<file path="src/inc/iafc_cfg.svh">
// Overview of operation
// - Registers live in data memory sector 1, offsets 43H to 4FH; pointer high byte 01H.
// - Write-enabled status set only by hardware; software 0 clears it, 1 does nothing.
// - Mode field bits 6:4: 000 write, 001 page erase, 011 read, 110 enable mode.
// - Procedure bit set with mode 110 runs the write-enable procedure.
// - Procedure bit set by software only; hardware clears it on 300us time-out overflow.
// - Write-start bit starts a flash write; hardware clears it when the write completes.
// - Read-enable bit at 1 allows flash reads; at 0 reads are blocked.
// - Read-start bit starts a flash read; hardware clears it when the read completes.
// - Writing 55H to the chip reset register resets the chip; otherwise plain storage.
// - Buffer-clear bit starts clearing the write buffer; hardware clears it when done.
// - Bits 7 to 1 of the buffer-clear register read as zero.
// - Flash address is 15 bits: low register bits 7:0, high register bits 14:8.
// - Writing the first word low byte only stores it, nothing enters the buffer.
// - Writing the first word high byte loads 16 bits into the buffer, address plus one.
// - Second and third data words are plain 16-bit read/write pairs resetting to zero.
// - Pattern 00,04,0D,09,C3,40 into words one to three within 300us enables writing.
// - Page erase covers 64 words selected by address bits 14:6; bits 5:0 ignored.
`ifndef IAFC_CFG_SVH
`define IAFC_CFG_SVH

// Data memory placement of the register block.
`define IAFC_SECTOR 8'h01
`define IAFC_OFS_CONTROL 8'h43
`define IAFC_OFS_CHIP_RESET 8'h44
`define IAFC_OFS_BUF_CLEAR 8'h45
`define IAFC_OFS_ADDR_LOW 8'h46
`define IAFC_OFS_ADDR_HIGH 8'h47
`define IAFC_OFS_DATA0_LOW 8'h48
`define IAFC_OFS_DATA0_HIGH 8'h49
`define IAFC_OFS_DATA1_LOW 8'h4a
`define IAFC_OFS_DATA1_HIGH 8'h4b
`define IAFC_OFS_DATA2_LOW 8'h4c
`define IAFC_OFS_DATA2_HIGH 8'h4d
`define IAFC_OFS_DATA3_LOW 8'h4e
`define IAFC_OFS_DATA3_HIGH 8'h4f

// Field positions of the control register.
`define IAFC_BIT_WR_ENABLED 7
`define IAFC_MODE_MSB 6
`define IAFC_MODE_LSB 4
`define IAFC_BIT_PROC_EN 3
`define IAFC_BIT_WR_START 2
`define IAFC_BIT_RD_ENABLE 1
`define IAFC_BIT_RD_START 0
`define IAFC_BIT_CLEAR_START 0

// Reset values and magic values.
`define IAFC_RESET_BYTE 8'h00
`define IAFC_CHIP_RESET_KEY 8'h55
`define IAFC_PAT0 8'h00
`define IAFC_PAT1 8'h04
`define IAFC_PAT2 8'h0d
`define IAFC_PAT3 8'h09
`define IAFC_PAT4 8'hc3
`define IAFC_PAT5 8'h40

// Page size and enable time-out.
`define IAFC_PAGE_WORDS 64
`define IAFC_TIMEOUT_US 300
`define IAFC_SUB_CLOCK_HZ 32000

`endif

</file>
<file path="src/inc/iafc_pkg.sv">
package iafc_pkg;

  // Operation mode field codes.
  typedef enum logic [2:0]
  {
    MODE_WRITE = 3'b000,
    MODE_ERASE = 3'b001,
    MODE_RSV2 = 3'b010,
    MODE_READ = 3'b011,
    MODE_RSV4 = 3'b100,
    MODE_RSV5 = 3'b101,
    MODE_WREN = 3'b110,
    MODE_RSV7 = 3'b111
  } iafc_mode_t;

  // Flash sequencer states.
  typedef enum logic [2:0]
  {
    ST_IDLE = 3'b000,
    ST_CLEAR = 3'b001,
    ST_WRITE = 3'b010,
    ST_ERASE = 3'b011,
    ST_READ = 3'b100
  } iafc_state_t;

  // Flash array operations.
  typedef enum logic [1:0]
  {
    OP_WRITE = 2'b00,
    OP_ERASE = 2'b01,
    OP_READ = 2'b10
  } iafc_op_t;

  // One data memory access from the core.
  typedef struct packed
  {
    logic wr;
    logic rd;
    logic [7:0] sector;
    logic [7:0] addr;
    logic [7:0] wdata;
  } iafc_cpu_access_t;

  // One command towards the flash array.
  typedef struct packed
  {
    iafc_op_t op;
    logic [14:0] addr;
    logic [15:0] wdata;
  } iafc_flash_cmd_t;

endpackage

</file>
<file path="src/verilog/iafc_top.sv">
`timescale 1ns/1ns
`default_nettype none
`include "iafc_cfg.svh"

module iafc_top #(
  parameter int unsigned SUB_CLOCK_HZ = `IAFC_SUB_CLOCK_HZ,
  parameter int unsigned PAGE_WORDS = `IAFC_PAGE_WORDS
) (
  input wire logic clk,
  input wire logic reset,
  input wire iafc_pkg::iafc_cpu_access_t cpu,
  output logic [7:0] cpu_rdata,
  output logic cpu_rvalid,
  input wire logic sub_clock_tick,
  output logic fl_req,
  output iafc_pkg::iafc_flash_cmd_t fl_cmd,
  input wire logic fl_done,
  input wire logic [15:0] fl_rdata,
  output logic chip_reset_req,
  output logic write_enabled_status
);
  import iafc_pkg::*;

  localparam int unsigned IDXW = $clog2(PAGE_WORDS);
  // Least time: round the 300 us window up to whole sub clock ticks.
  localparam int unsigned TIMEOUT_TICKS =
    (`IAFC_TIMEOUT_US * SUB_CLOCK_HZ + 999999) / 1000000;
  localparam int unsigned TO_TICKS = (TIMEOUT_TICKS < 1) ? 1 : TIMEOUT_TICKS;

  // Register state.
  iafc_mode_t operation_mode_field;
  logic write_procedure_enable;
  logic write_start;
  logic read_enable;
  logic read_start;
  logic buffer_clear_start;
  logic [7:0] chip_reset_trigger;
  logic [14:0] flash_address;
  logic [7:0] data_low [4];
  logic [7:0] data_high [4];
  logic [15:0] write_buffer [PAGE_WORDS];

  // Sequencer state.
  iafc_state_t state;
  logic [IDXW-1:0] seq_idx;
  logic timeout_overflow;

  // True when the current core access is a write to the given offset.
  function automatic logic reg_write(input iafc_cpu_access_t acc, input logic [7:0] ofs);
    reg_write = acc.wr && (acc.sector == `IAFC_SECTOR) && (acc.addr == ofs);
  endfunction

  // Address decode of the block.
  wire in_block = (cpu.sector == `IAFC_SECTOR) && (cpu.addr >= `IAFC_OFS_CONTROL)
    && (cpu.addr <= `IAFC_OFS_DATA3_HIGH);
  wire wr_control = reg_write(cpu, `IAFC_OFS_CONTROL);
  wire wr_chip_reset = reg_write(cpu, `IAFC_OFS_CHIP_RESET);
  wire wr_buf_clear = reg_write(cpu, `IAFC_OFS_BUF_CLEAR);
  wire wr_addr_low = reg_write(cpu, `IAFC_OFS_ADDR_LOW);
  wire wr_addr_high = reg_write(cpu, `IAFC_OFS_ADDR_HIGH);
  wire wr_data0_high = reg_write(cpu, `IAFC_OFS_DATA0_HIGH);
  wire wr_data3_high = reg_write(cpu, `IAFC_OFS_DATA3_HIGH);
  wire [1:0] data_sel = 2'((cpu.addr - `IAFC_OFS_DATA0_LOW) >> 1);
  wire data_is_high = cpu.addr[0];
  wire wr_data = cpu.wr && in_block && (cpu.addr >= `IAFC_OFS_DATA0_LOW);

  // Control register write fields.
  wire [2:0] wr_mode = cpu.wdata[`IAFC_MODE_MSB:`IAFC_MODE_LSB];
  wire sw_clear_enabled = wr_control && !cpu.wdata[`IAFC_BIT_WR_ENABLED];
  wire sw_set_write = wr_control && cpu.wdata[`IAFC_BIT_WR_START];
  wire sw_set_read = wr_control && cpu.wdata[`IAFC_BIT_RD_START];
  wire sw_set_clear = wr_buf_clear && cpu.wdata[`IAFC_BIT_CLEAR_START];

  // Enable procedure: armed while the procedure bit is set in enable mode.
  wire proc_armed = write_procedure_enable && (operation_mode_field == MODE_WREN);
  wire pattern_ok = proc_armed && !timeout_overflow
    && (data_low[1] == `IAFC_PAT0) && (data_high[1] == `IAFC_PAT1)
    && (data_low[2] == `IAFC_PAT2) && (data_high[2] == `IAFC_PAT3)
    && (data_low[3] == `IAFC_PAT4) && (cpu.wdata == `IAFC_PAT5);
  wire enable_success = wr_data3_high && pattern_ok;

  // Sequencer start decisions, taken only from idle.
  wire idle = (state == ST_IDLE);
  wire start_clear = idle && buffer_clear_start;
  wire start_write = idle && !buffer_clear_start && write_start
    && write_enabled_status && (operation_mode_field == MODE_WRITE);
  wire start_erase = idle && !buffer_clear_start && write_start
    && write_enabled_status && (operation_mode_field == MODE_ERASE);
  wire reject_write = idle && !buffer_clear_start && write_start
    && !start_write && !start_erase;
  wire start_read = idle && !buffer_clear_start && !write_start && read_start
    && read_enable && (operation_mode_field == MODE_READ);
  wire reject_read = idle && !buffer_clear_start && !write_start && read_start
    && !start_read;
  wire last_idx = (seq_idx == IDXW'(PAGE_WORDS - 1));
  wire write_finish = (state == ST_WRITE) && fl_done && last_idx;
  wire erase_finish = (state == ST_ERASE) && fl_done;
  wire read_finish = (state == ST_READ) && fl_done;
  wire clear_finish = (state == ST_CLEAR) && last_idx;

  // Hardware clears of the self-clearing request bits.
  wire hw_clr_write = write_finish || erase_finish || reject_write;
  wire hw_clr_read = read_finish || reject_read;
  wire hw_clr_clear = clear_finish;
  wire [14:0] page_base = {flash_address[14:IDXW], IDXW'(0)};

  // Time-out counter for the enable window.
  iafc_timeout #(
    .TICKS(TO_TICKS)
  ) u_timeout (
    .clk(clk),
    .reset(reset),
    .arm(proc_armed),
    .sub_tick(sub_clock_tick),
    .overflow(timeout_overflow)
  );

  // Mode, procedure and read-enable bits; software owns them except the time-out clear.
  always_ff @(posedge clk)
  begin
    if (reset)
    begin
      operation_mode_field <= MODE_WRITE;
      write_procedure_enable <= 1'b0;
      read_enable <= 1'b0;
    end
    else if (wr_control)
    begin
      operation_mode_field <= iafc_mode_t'(wr_mode);
      write_procedure_enable <= cpu.wdata[`IAFC_BIT_PROC_EN];
      read_enable <= cpu.wdata[`IAFC_BIT_RD_ENABLE];
    end
    else if (timeout_overflow)
      write_procedure_enable <= 1'b0;
  end

  // Status and request bits: a set always beats a clear in the same cycle.
  always_ff @(posedge clk)
  begin
    if (reset)
    begin
      write_enabled_status <= 1'b0;
      write_start <= 1'b0;
      read_start <= 1'b0;
      buffer_clear_start <= 1'b0;
    end
    else
    begin
      write_enabled_status <= enable_success || (write_enabled_status && !sw_clear_enabled);
      write_start <= sw_set_write || (write_start && !hw_clr_write);
      read_start <= sw_set_read || (read_start && !hw_clr_read);
      buffer_clear_start <= sw_set_clear || (buffer_clear_start && !hw_clr_clear);
    end
  end

  // Chip reset register; the reset request is a one-cycle pulse.
  always_ff @(posedge clk)
  begin
    if (reset)
    begin
      chip_reset_trigger <= `IAFC_RESET_BYTE;
      chip_reset_req <= 1'b0;
    end
    else
    begin
      if (wr_chip_reset)
        chip_reset_trigger <= cpu.wdata;
      chip_reset_req <= wr_chip_reset && (cpu.wdata == `IAFC_CHIP_RESET_KEY);
    end
  end

  // Flash address; the high byte only keeps seven bits.
  always_ff @(posedge clk)
  begin
    if (reset)
      flash_address <= 15'h0000;
    else if (wr_addr_low)
      flash_address[7:0] <= cpu.wdata;
    else if (wr_addr_high)
      flash_address[14:8] <= cpu.wdata[6:0];
    else if (wr_data0_high)
      flash_address <= flash_address + 15'h0001;
  end

  // Data word registers; a finished read lands in the first word.
  always_ff @(posedge clk)
  begin
    if (reset)
    begin
      for (int i = 0; i < 4; i++)
      begin
        data_low[i] <= `IAFC_RESET_BYTE;
        data_high[i] <= `IAFC_RESET_BYTE;
      end
    end
    else if (read_finish)
    begin
      data_low[0] <= fl_rdata[7:0];
      data_high[0] <= fl_rdata[15:8];
    end
    else if (wr_data && data_is_high)
      data_high[data_sel] <= cpu.wdata;
    else if (wr_data)
      data_low[data_sel] <= cpu.wdata;
  end

  // Write buffer: filled by the first word's high byte, wiped one word per cycle.
  // It has no reset on purpose, so it can map onto a plain RAM.
  always_ff @(posedge clk)
  begin
    if (state == ST_CLEAR)
      write_buffer[seq_idx] <= 16'h0000;
    else if (wr_data0_high)
      write_buffer[flash_address[IDXW-1:0]] <= {cpu.wdata, data_low[0]};
  end

  // Sequencer. The write streams the whole page, one handshake per word.
  always_ff @(posedge clk)
  begin
    if (reset)
    begin
      state <= ST_IDLE;
      seq_idx <= '0;
      fl_cmd <= '0;
    end
    else
    begin
      unique case (state)
        ST_IDLE:
        begin
          seq_idx <= '0;
          if (start_clear)
            state <= ST_CLEAR;
          else if (start_write)
          begin
            state <= ST_WRITE;
            fl_cmd <= '{op: OP_WRITE, addr: page_base, wdata: write_buffer[0]};
          end
          else if (start_erase)
          begin
            state <= ST_ERASE;
            fl_cmd <= '{op: OP_ERASE, addr: page_base, wdata: 16'h0000};
          end
          else if (start_read)
          begin
            state <= ST_READ;
            fl_cmd <= '{op: OP_READ, addr: flash_address, wdata: 16'h0000};
          end
        end
        ST_CLEAR:
        begin
          seq_idx <= seq_idx + 1'b1;
          if (last_idx)
            state <= ST_IDLE;
        end
        ST_WRITE:
        begin
          if (fl_done && last_idx)
            state <= ST_IDLE;
          else if (fl_done)
          begin
            seq_idx <= seq_idx + 1'b1;
            fl_cmd.addr <= page_base | 15'(seq_idx + 1'b1);
            fl_cmd.wdata <= write_buffer[seq_idx + 1'b1];
          end
        end
        ST_ERASE, ST_READ:
        begin
          if (fl_done)
            state <= ST_IDLE;
        end
        default:
          state <= ST_IDLE;
      endcase
    end
  end

  // The array request stands while a flash operation waits for its done pulse.
  assign fl_req = (state == ST_WRITE) || (state == ST_ERASE) || (state == ST_READ);

  // Read-back value of the addressed register.
  logic [7:0] next_rdata;
  always_comb
  begin
    next_rdata = 8'h00;
    if (in_block)
    begin
      unique case (cpu.addr)
        `IAFC_OFS_CONTROL:
          next_rdata = {write_enabled_status, operation_mode_field, write_procedure_enable,
                        write_start, read_enable, read_start};
        `IAFC_OFS_CHIP_RESET: next_rdata = chip_reset_trigger;
        `IAFC_OFS_BUF_CLEAR: next_rdata = {7'h00, buffer_clear_start};
        `IAFC_OFS_ADDR_LOW: next_rdata = flash_address[7:0];
        `IAFC_OFS_ADDR_HIGH: next_rdata = {1'b0, flash_address[14:8]};
        default: next_rdata = data_is_high ? data_high[data_sel] : data_low[data_sel];
      endcase
    end
  end

  // Read data is registered, so it appears the cycle after the read strobe.
  always_ff @(posedge clk)
  begin
    if (reset)
    begin
      cpu_rdata <= 8'h00;
      cpu_rvalid <= 1'b0;
    end
    else
    begin
      cpu_rvalid <= cpu.rd;
      if (cpu.rd)
        cpu_rdata <= next_rdata;
    end
  end

endmodule // iafc_top
`default_nettype wire

</file>
<file path="src/verilog/iafc_timeout.sv">
`timescale 1ns/1ns
`default_nettype none
`include "iafc_cfg.svh"

module iafc_timeout #(
  parameter int unsigned TICKS = 10
) (
  input wire logic clk,
  input wire logic reset,
  input wire logic arm,
  input wire logic sub_tick,
  output logic overflow
);
  import iafc_pkg::*;

  logic [15:0] count;
  logic expired;
  wire last_tick = sub_tick && (count == 16'(TICKS - 1));

  // Counts sub clock ticks while armed; one pulse at the end, then waits for disarm.
  always_ff @(posedge clk)
  begin
    if (reset || !arm)
    begin
      count <= 16'h0000;
      expired <= 1'b0;
    end
    else if (!expired && sub_tick)
    begin
      count <= last_tick ? 16'h0000 : count + 16'h0001;
      expired <= last_tick;
    end
  end

  // Pulse is registered so it lines up with the rest of the control logic.
  always_ff @(posedge clk)
  begin
    if (reset)
      overflow <= 1'b0;
    else
      overflow <= arm && !expired && last_tick;
  end

endmodule // iafc_timeout
`default_nettype wire

</file>
<file path="config.mk">
export PLATFORM = sky130hd
export DESIGN_NAME = iafc_top
export DESIGN_NICKNAME = d
export VERILOG_FILES = /design/src/inc/iafc_pkg.sv /design/src/verilog/iafc_top.sv /design/src/verilog/iafc_timeout.sv
export VERILOG_INCLUDE_DIRS = /design/src /design/src/inc
export SDC_FILE = /design/constraint.sdc
export NUM_CORES = 1
export LEC_CHECK = 0
export ABC_CLOCK_PERIOD_IN_PS = 3760
export BUFFER_PORTS_ARGS = -buffer_cell sky130_fd_sc_hd__buf_2
export CAP_MARGIN = 5
export CORE_MARGIN = 4
export CORE_UTILIZATION = 60
export DETAILED_ROUTE_END_ITERATION = 7
export PLACE_DENSITY = 0.77
export SETUP_SLACK_MARGIN = 0.1
export SLEW_MARGIN = 20
export SYNTH_ARGS = -nofsm -noshare
export SYNTH_HDL_FRONTEND = slang
export SYNTH_HIERARCHICAL = 1
export SYNTH_SLANG_ARGS = --single-unit
</file>
<file path="constraint.sdc">
create_clock -name clk -period 3.76 [get_ports clk]
set_input_delay 0.188 -clock clk [delete_from_list [all_inputs] [get_ports clk]]
set_output_delay 0.188 -clock clk [all_outputs]
set_load 0.005 [all_outputs]
</file>
==> flow_metrics.tcl <==
set metrics [dict create \
    status "finished, final reports clean" \
    finalHoldViolCount 0 \
    vias 28867 \
    insertion_delay_ns 0.70 \
    final_common_cell "edfxtp_1" \
    p_per_area_nw_per_um2 474 \
    vias_per_cell 6.92 \
    synth_top_area_cell "edfxtp_1" \
    place.gp.congestion 0.960 \
    maxSlewViolCount 0 \
    synthTopCellsByArea "edfxtp_1 67%, mux4_2 13%, dfxtp_1 4.2%, nand2_1 2.0%, nor2_1 1.6%" \
    final_cell_area_um2 55100 \
    ir_drop_uv 400 \
    drt_iter0_drc 4685 \
    design_power_total_mw 26.1 \
    critical_path_arrival_ns 4.23 \
    maxSlewHeadroom 0.334 \
    dpl-instance-area_um2 51000 \
    grt_usage 0.304 \
    htreeDepth 3 \
    drive_above_1_share 0.239 \
    synth-edff-count 1088 \
    setup_viol 0 \
    start_util 0.604 \
    netlist_instances 2819 \
    antenna_cells 0 \
    worstPathRequired_ns 4.38 \
    firstDrtPassIters 6 \
    avgSynthCellArea_um2 17.2 \
    grt_first_pass_wirelength_mm 191 \
    p_leak_nw 18.9 \
    io_pins 91 \
    crit_path_max_fanout 49 \
    nets 3065 \
    grt_setup_unrepaired "no" \
    rows 104 \
    ys_ff_latch 1190 \
    rr_startpoint "seq_idx[1]" \
    worst_pin_slew_ns 0.996 \
    fin_ws_ns 0.153 \
    synthDominantCellAreaShare 0.672 \
    drv_cap 0 \
    synth_flop_cell "edfxtp_1" \
    cts_buffers 114 \
    syn-num-nets 2869 \
    fin_setup_tns_ns 0 \
    fin_skew_ns 0.0293 \
    min_period_ns 3.61 \
    place_ws_ns 0.279 \
    routed_wl_mm 130 \
    end_kind "flip-flop" \
    synth_area_um2 48600 \
    core_um2 80400 \
    syn_to_final_growth_pct 13.4 \
    crit_path_start "seq_idx[1]" \
    clk_pin_slew_ns 0.06 \
    grt_max_degree 83 \
    dieArea_um2 85600 \
    start_kind "flip-flop" \
    clock-sinks 1190 \
    fp.dieH_um 293 \
    io_buffers 90 \
    yosysSeqAreaShare 0.714 \
    cts_tree "built" \
    antenna_found_initial 3 \
    grt_pass1_vias 28341 \
    dp_hpwl_mm 80.5 \
    hp-class "primary input to flip-flop" \
    synth.distinct_cells 83 \
    ys_async_sr_fraction 0 \
    post_cts_buffers 0 \
    fin_crit_sh 0.959 \
    final_cell_mix "1088 x edfxtp_1, 274 x mux4_2, 264 x nand2_1" \
    cts_buffer_depth 3 \
    wl_per_cell_um 31.3 \
    hold_start "sub_clock_tick" \
    yosysWarnings 6 \
    max_freq_ghz 0.277 \
    drc 0 \
    root_buffer "clkbuf_16" \
    overflow 0 \
    fp.dieW_um 293 \
    crit_type "flip-flop to flip-flop" \
    ant_nets 0 \
]
kinds of logic (layout without fill, tap and decap cells):
logic type,after synthesis,after routing,synth area share
AO/OA/AOI/OAI,270,270,0.0364
XOR/XNOR,25,25,0.00481
adder cells (fa/ha/maj),4,4,0.00103
AND/OR/NAND/NOR,789,789,0.0831
multiplexers,336,336,0.140
flip-flops,1190,1190,0.714
buffers and inverters,205,496,0.0207
flip-flops by register name (all words and copies together), names as in the netlist:
name,cells
fl_cmd,33
write_procedure_enable,1
read_enable,1
read_start,1
write_buffer,1024
cpu_rdata,8
operation_mode_field,3
data_low,32
cpu_rvalid,1
state,3
data_high,32
u_timeout/count,16
flash_address,15
buffer_clear_start,1
chip_reset_trigger,8
write_enabled_status,1
u_timeout/expired,1
seq_idx,6
write_start,1
u_timeout/overflow,1
chip_reset_req,1
report_power, final:
group	total (mW)	leakage, nW	internal (mW)	switching, mW
combinational	0.228	4.67	0.0872	0.141
clock	11.6	1.86	6.72	4.91
sequential	14.3	12.4	14.2	0.0154
total	26.1	18.9	21.1	5.06
per-layer routing:
metal | part of all wire | track usage | up-vias
li1 | - | - | 11679
met1 | 0.35 | 0.425 | 14552
met2 | 0.47 | 0.471 | 2256
met3 | 0.12 | 0.0698 | 378
met4 | 0.051 | 0.132 | 2
met5 | 0.00014 | 0 | -
final cells by class:
class,count,area [µm²]
Clock buffer,141,3010
Tap cell,1060,1330
Inverter,17,63.8
Sequential cell,1190,34700
Fill cell,4920,25300
Multi-Input combinational cell,1424,13000
Clock inverter,70,811
Timing Repair Buffer,268,2180
critical path, stage by stage, from the launching register on:
cell and delay [ns]:
dfxtp_2 0.50, ha_4 0.25, xor2_4 0.18, buf_12 0.32, buf_4 0.33, buf_4 0.42, nand2_1 0.13, nand4_1 0.32
nand4_1 0.33, a22oi_1 0.52, a22o_1 0.20
final timing paths:
path                            to  slack [ns]  cells past startpoint
max reg2reg             fl_cmd[12]        0.15                     10
max                     fl_cmd[12]        0.15                     10
min reg2reg  chip_reset_trigger[0]        0.46                      2
min             u_timeout/count[1]        0.05                      4
what timing repair did:
action / CTS / global route
resized for setup: 0 / 2
endpoints found under the setup margin: 0 / 6
hold buffers: 28 / 0
endpoints found under the hold margin: 102 / 0
metrics by stage:
stage / util / hold WS, ns / cells
after CTS: 0.685 / 0.0189 / 4170
after floorplan: - / 0.316 / 2819
final: 0.685 / 0.0526 / 4170
after detailed placement: 0.634 / 0.445 / 3931
after global routing: 0.685 / 0.0877 / 4170
after global placement: 0.634 / 0.441 / 3931
Yosys cell counts, types with 10 or more instances:
| cell type | instances |
|---|---|
| xnor2_1 | 20 |
| buf_4 | 27 |
| a211oi_1 | 14 |
| dfxtp_1 | 102 |
| nor2_1 | 212 |
| nor2b_1 | 13 |
| mux2i_1 | 61 |
| buf_2 | 60 |
| and2_1 | 26 |
| clkbuf_1 | 72 |
| nand2b_1 | 12 |
| o21ai_0 | 49 |
| nand4b_1 | 32 |
| inv_1 | 17 |
| edfxtp_1 | 1088 |
| a22o_1 | 31 |
| nand3_1 | 24 |
| a21oi_1 | 86 |
| o21a_1 | 16 |
| a22oi_1 | 19 |
| mux4_2 | 274 |
| a31oi_1 | 10 |
| nand2_1 | 264 |
| nor4_1 | 25 |
| nor3_1 | 17 |
| buf_1 | 20 |
| nand4_1 | 100 |
Note: power is estimated with default switching activity, not from simulation.
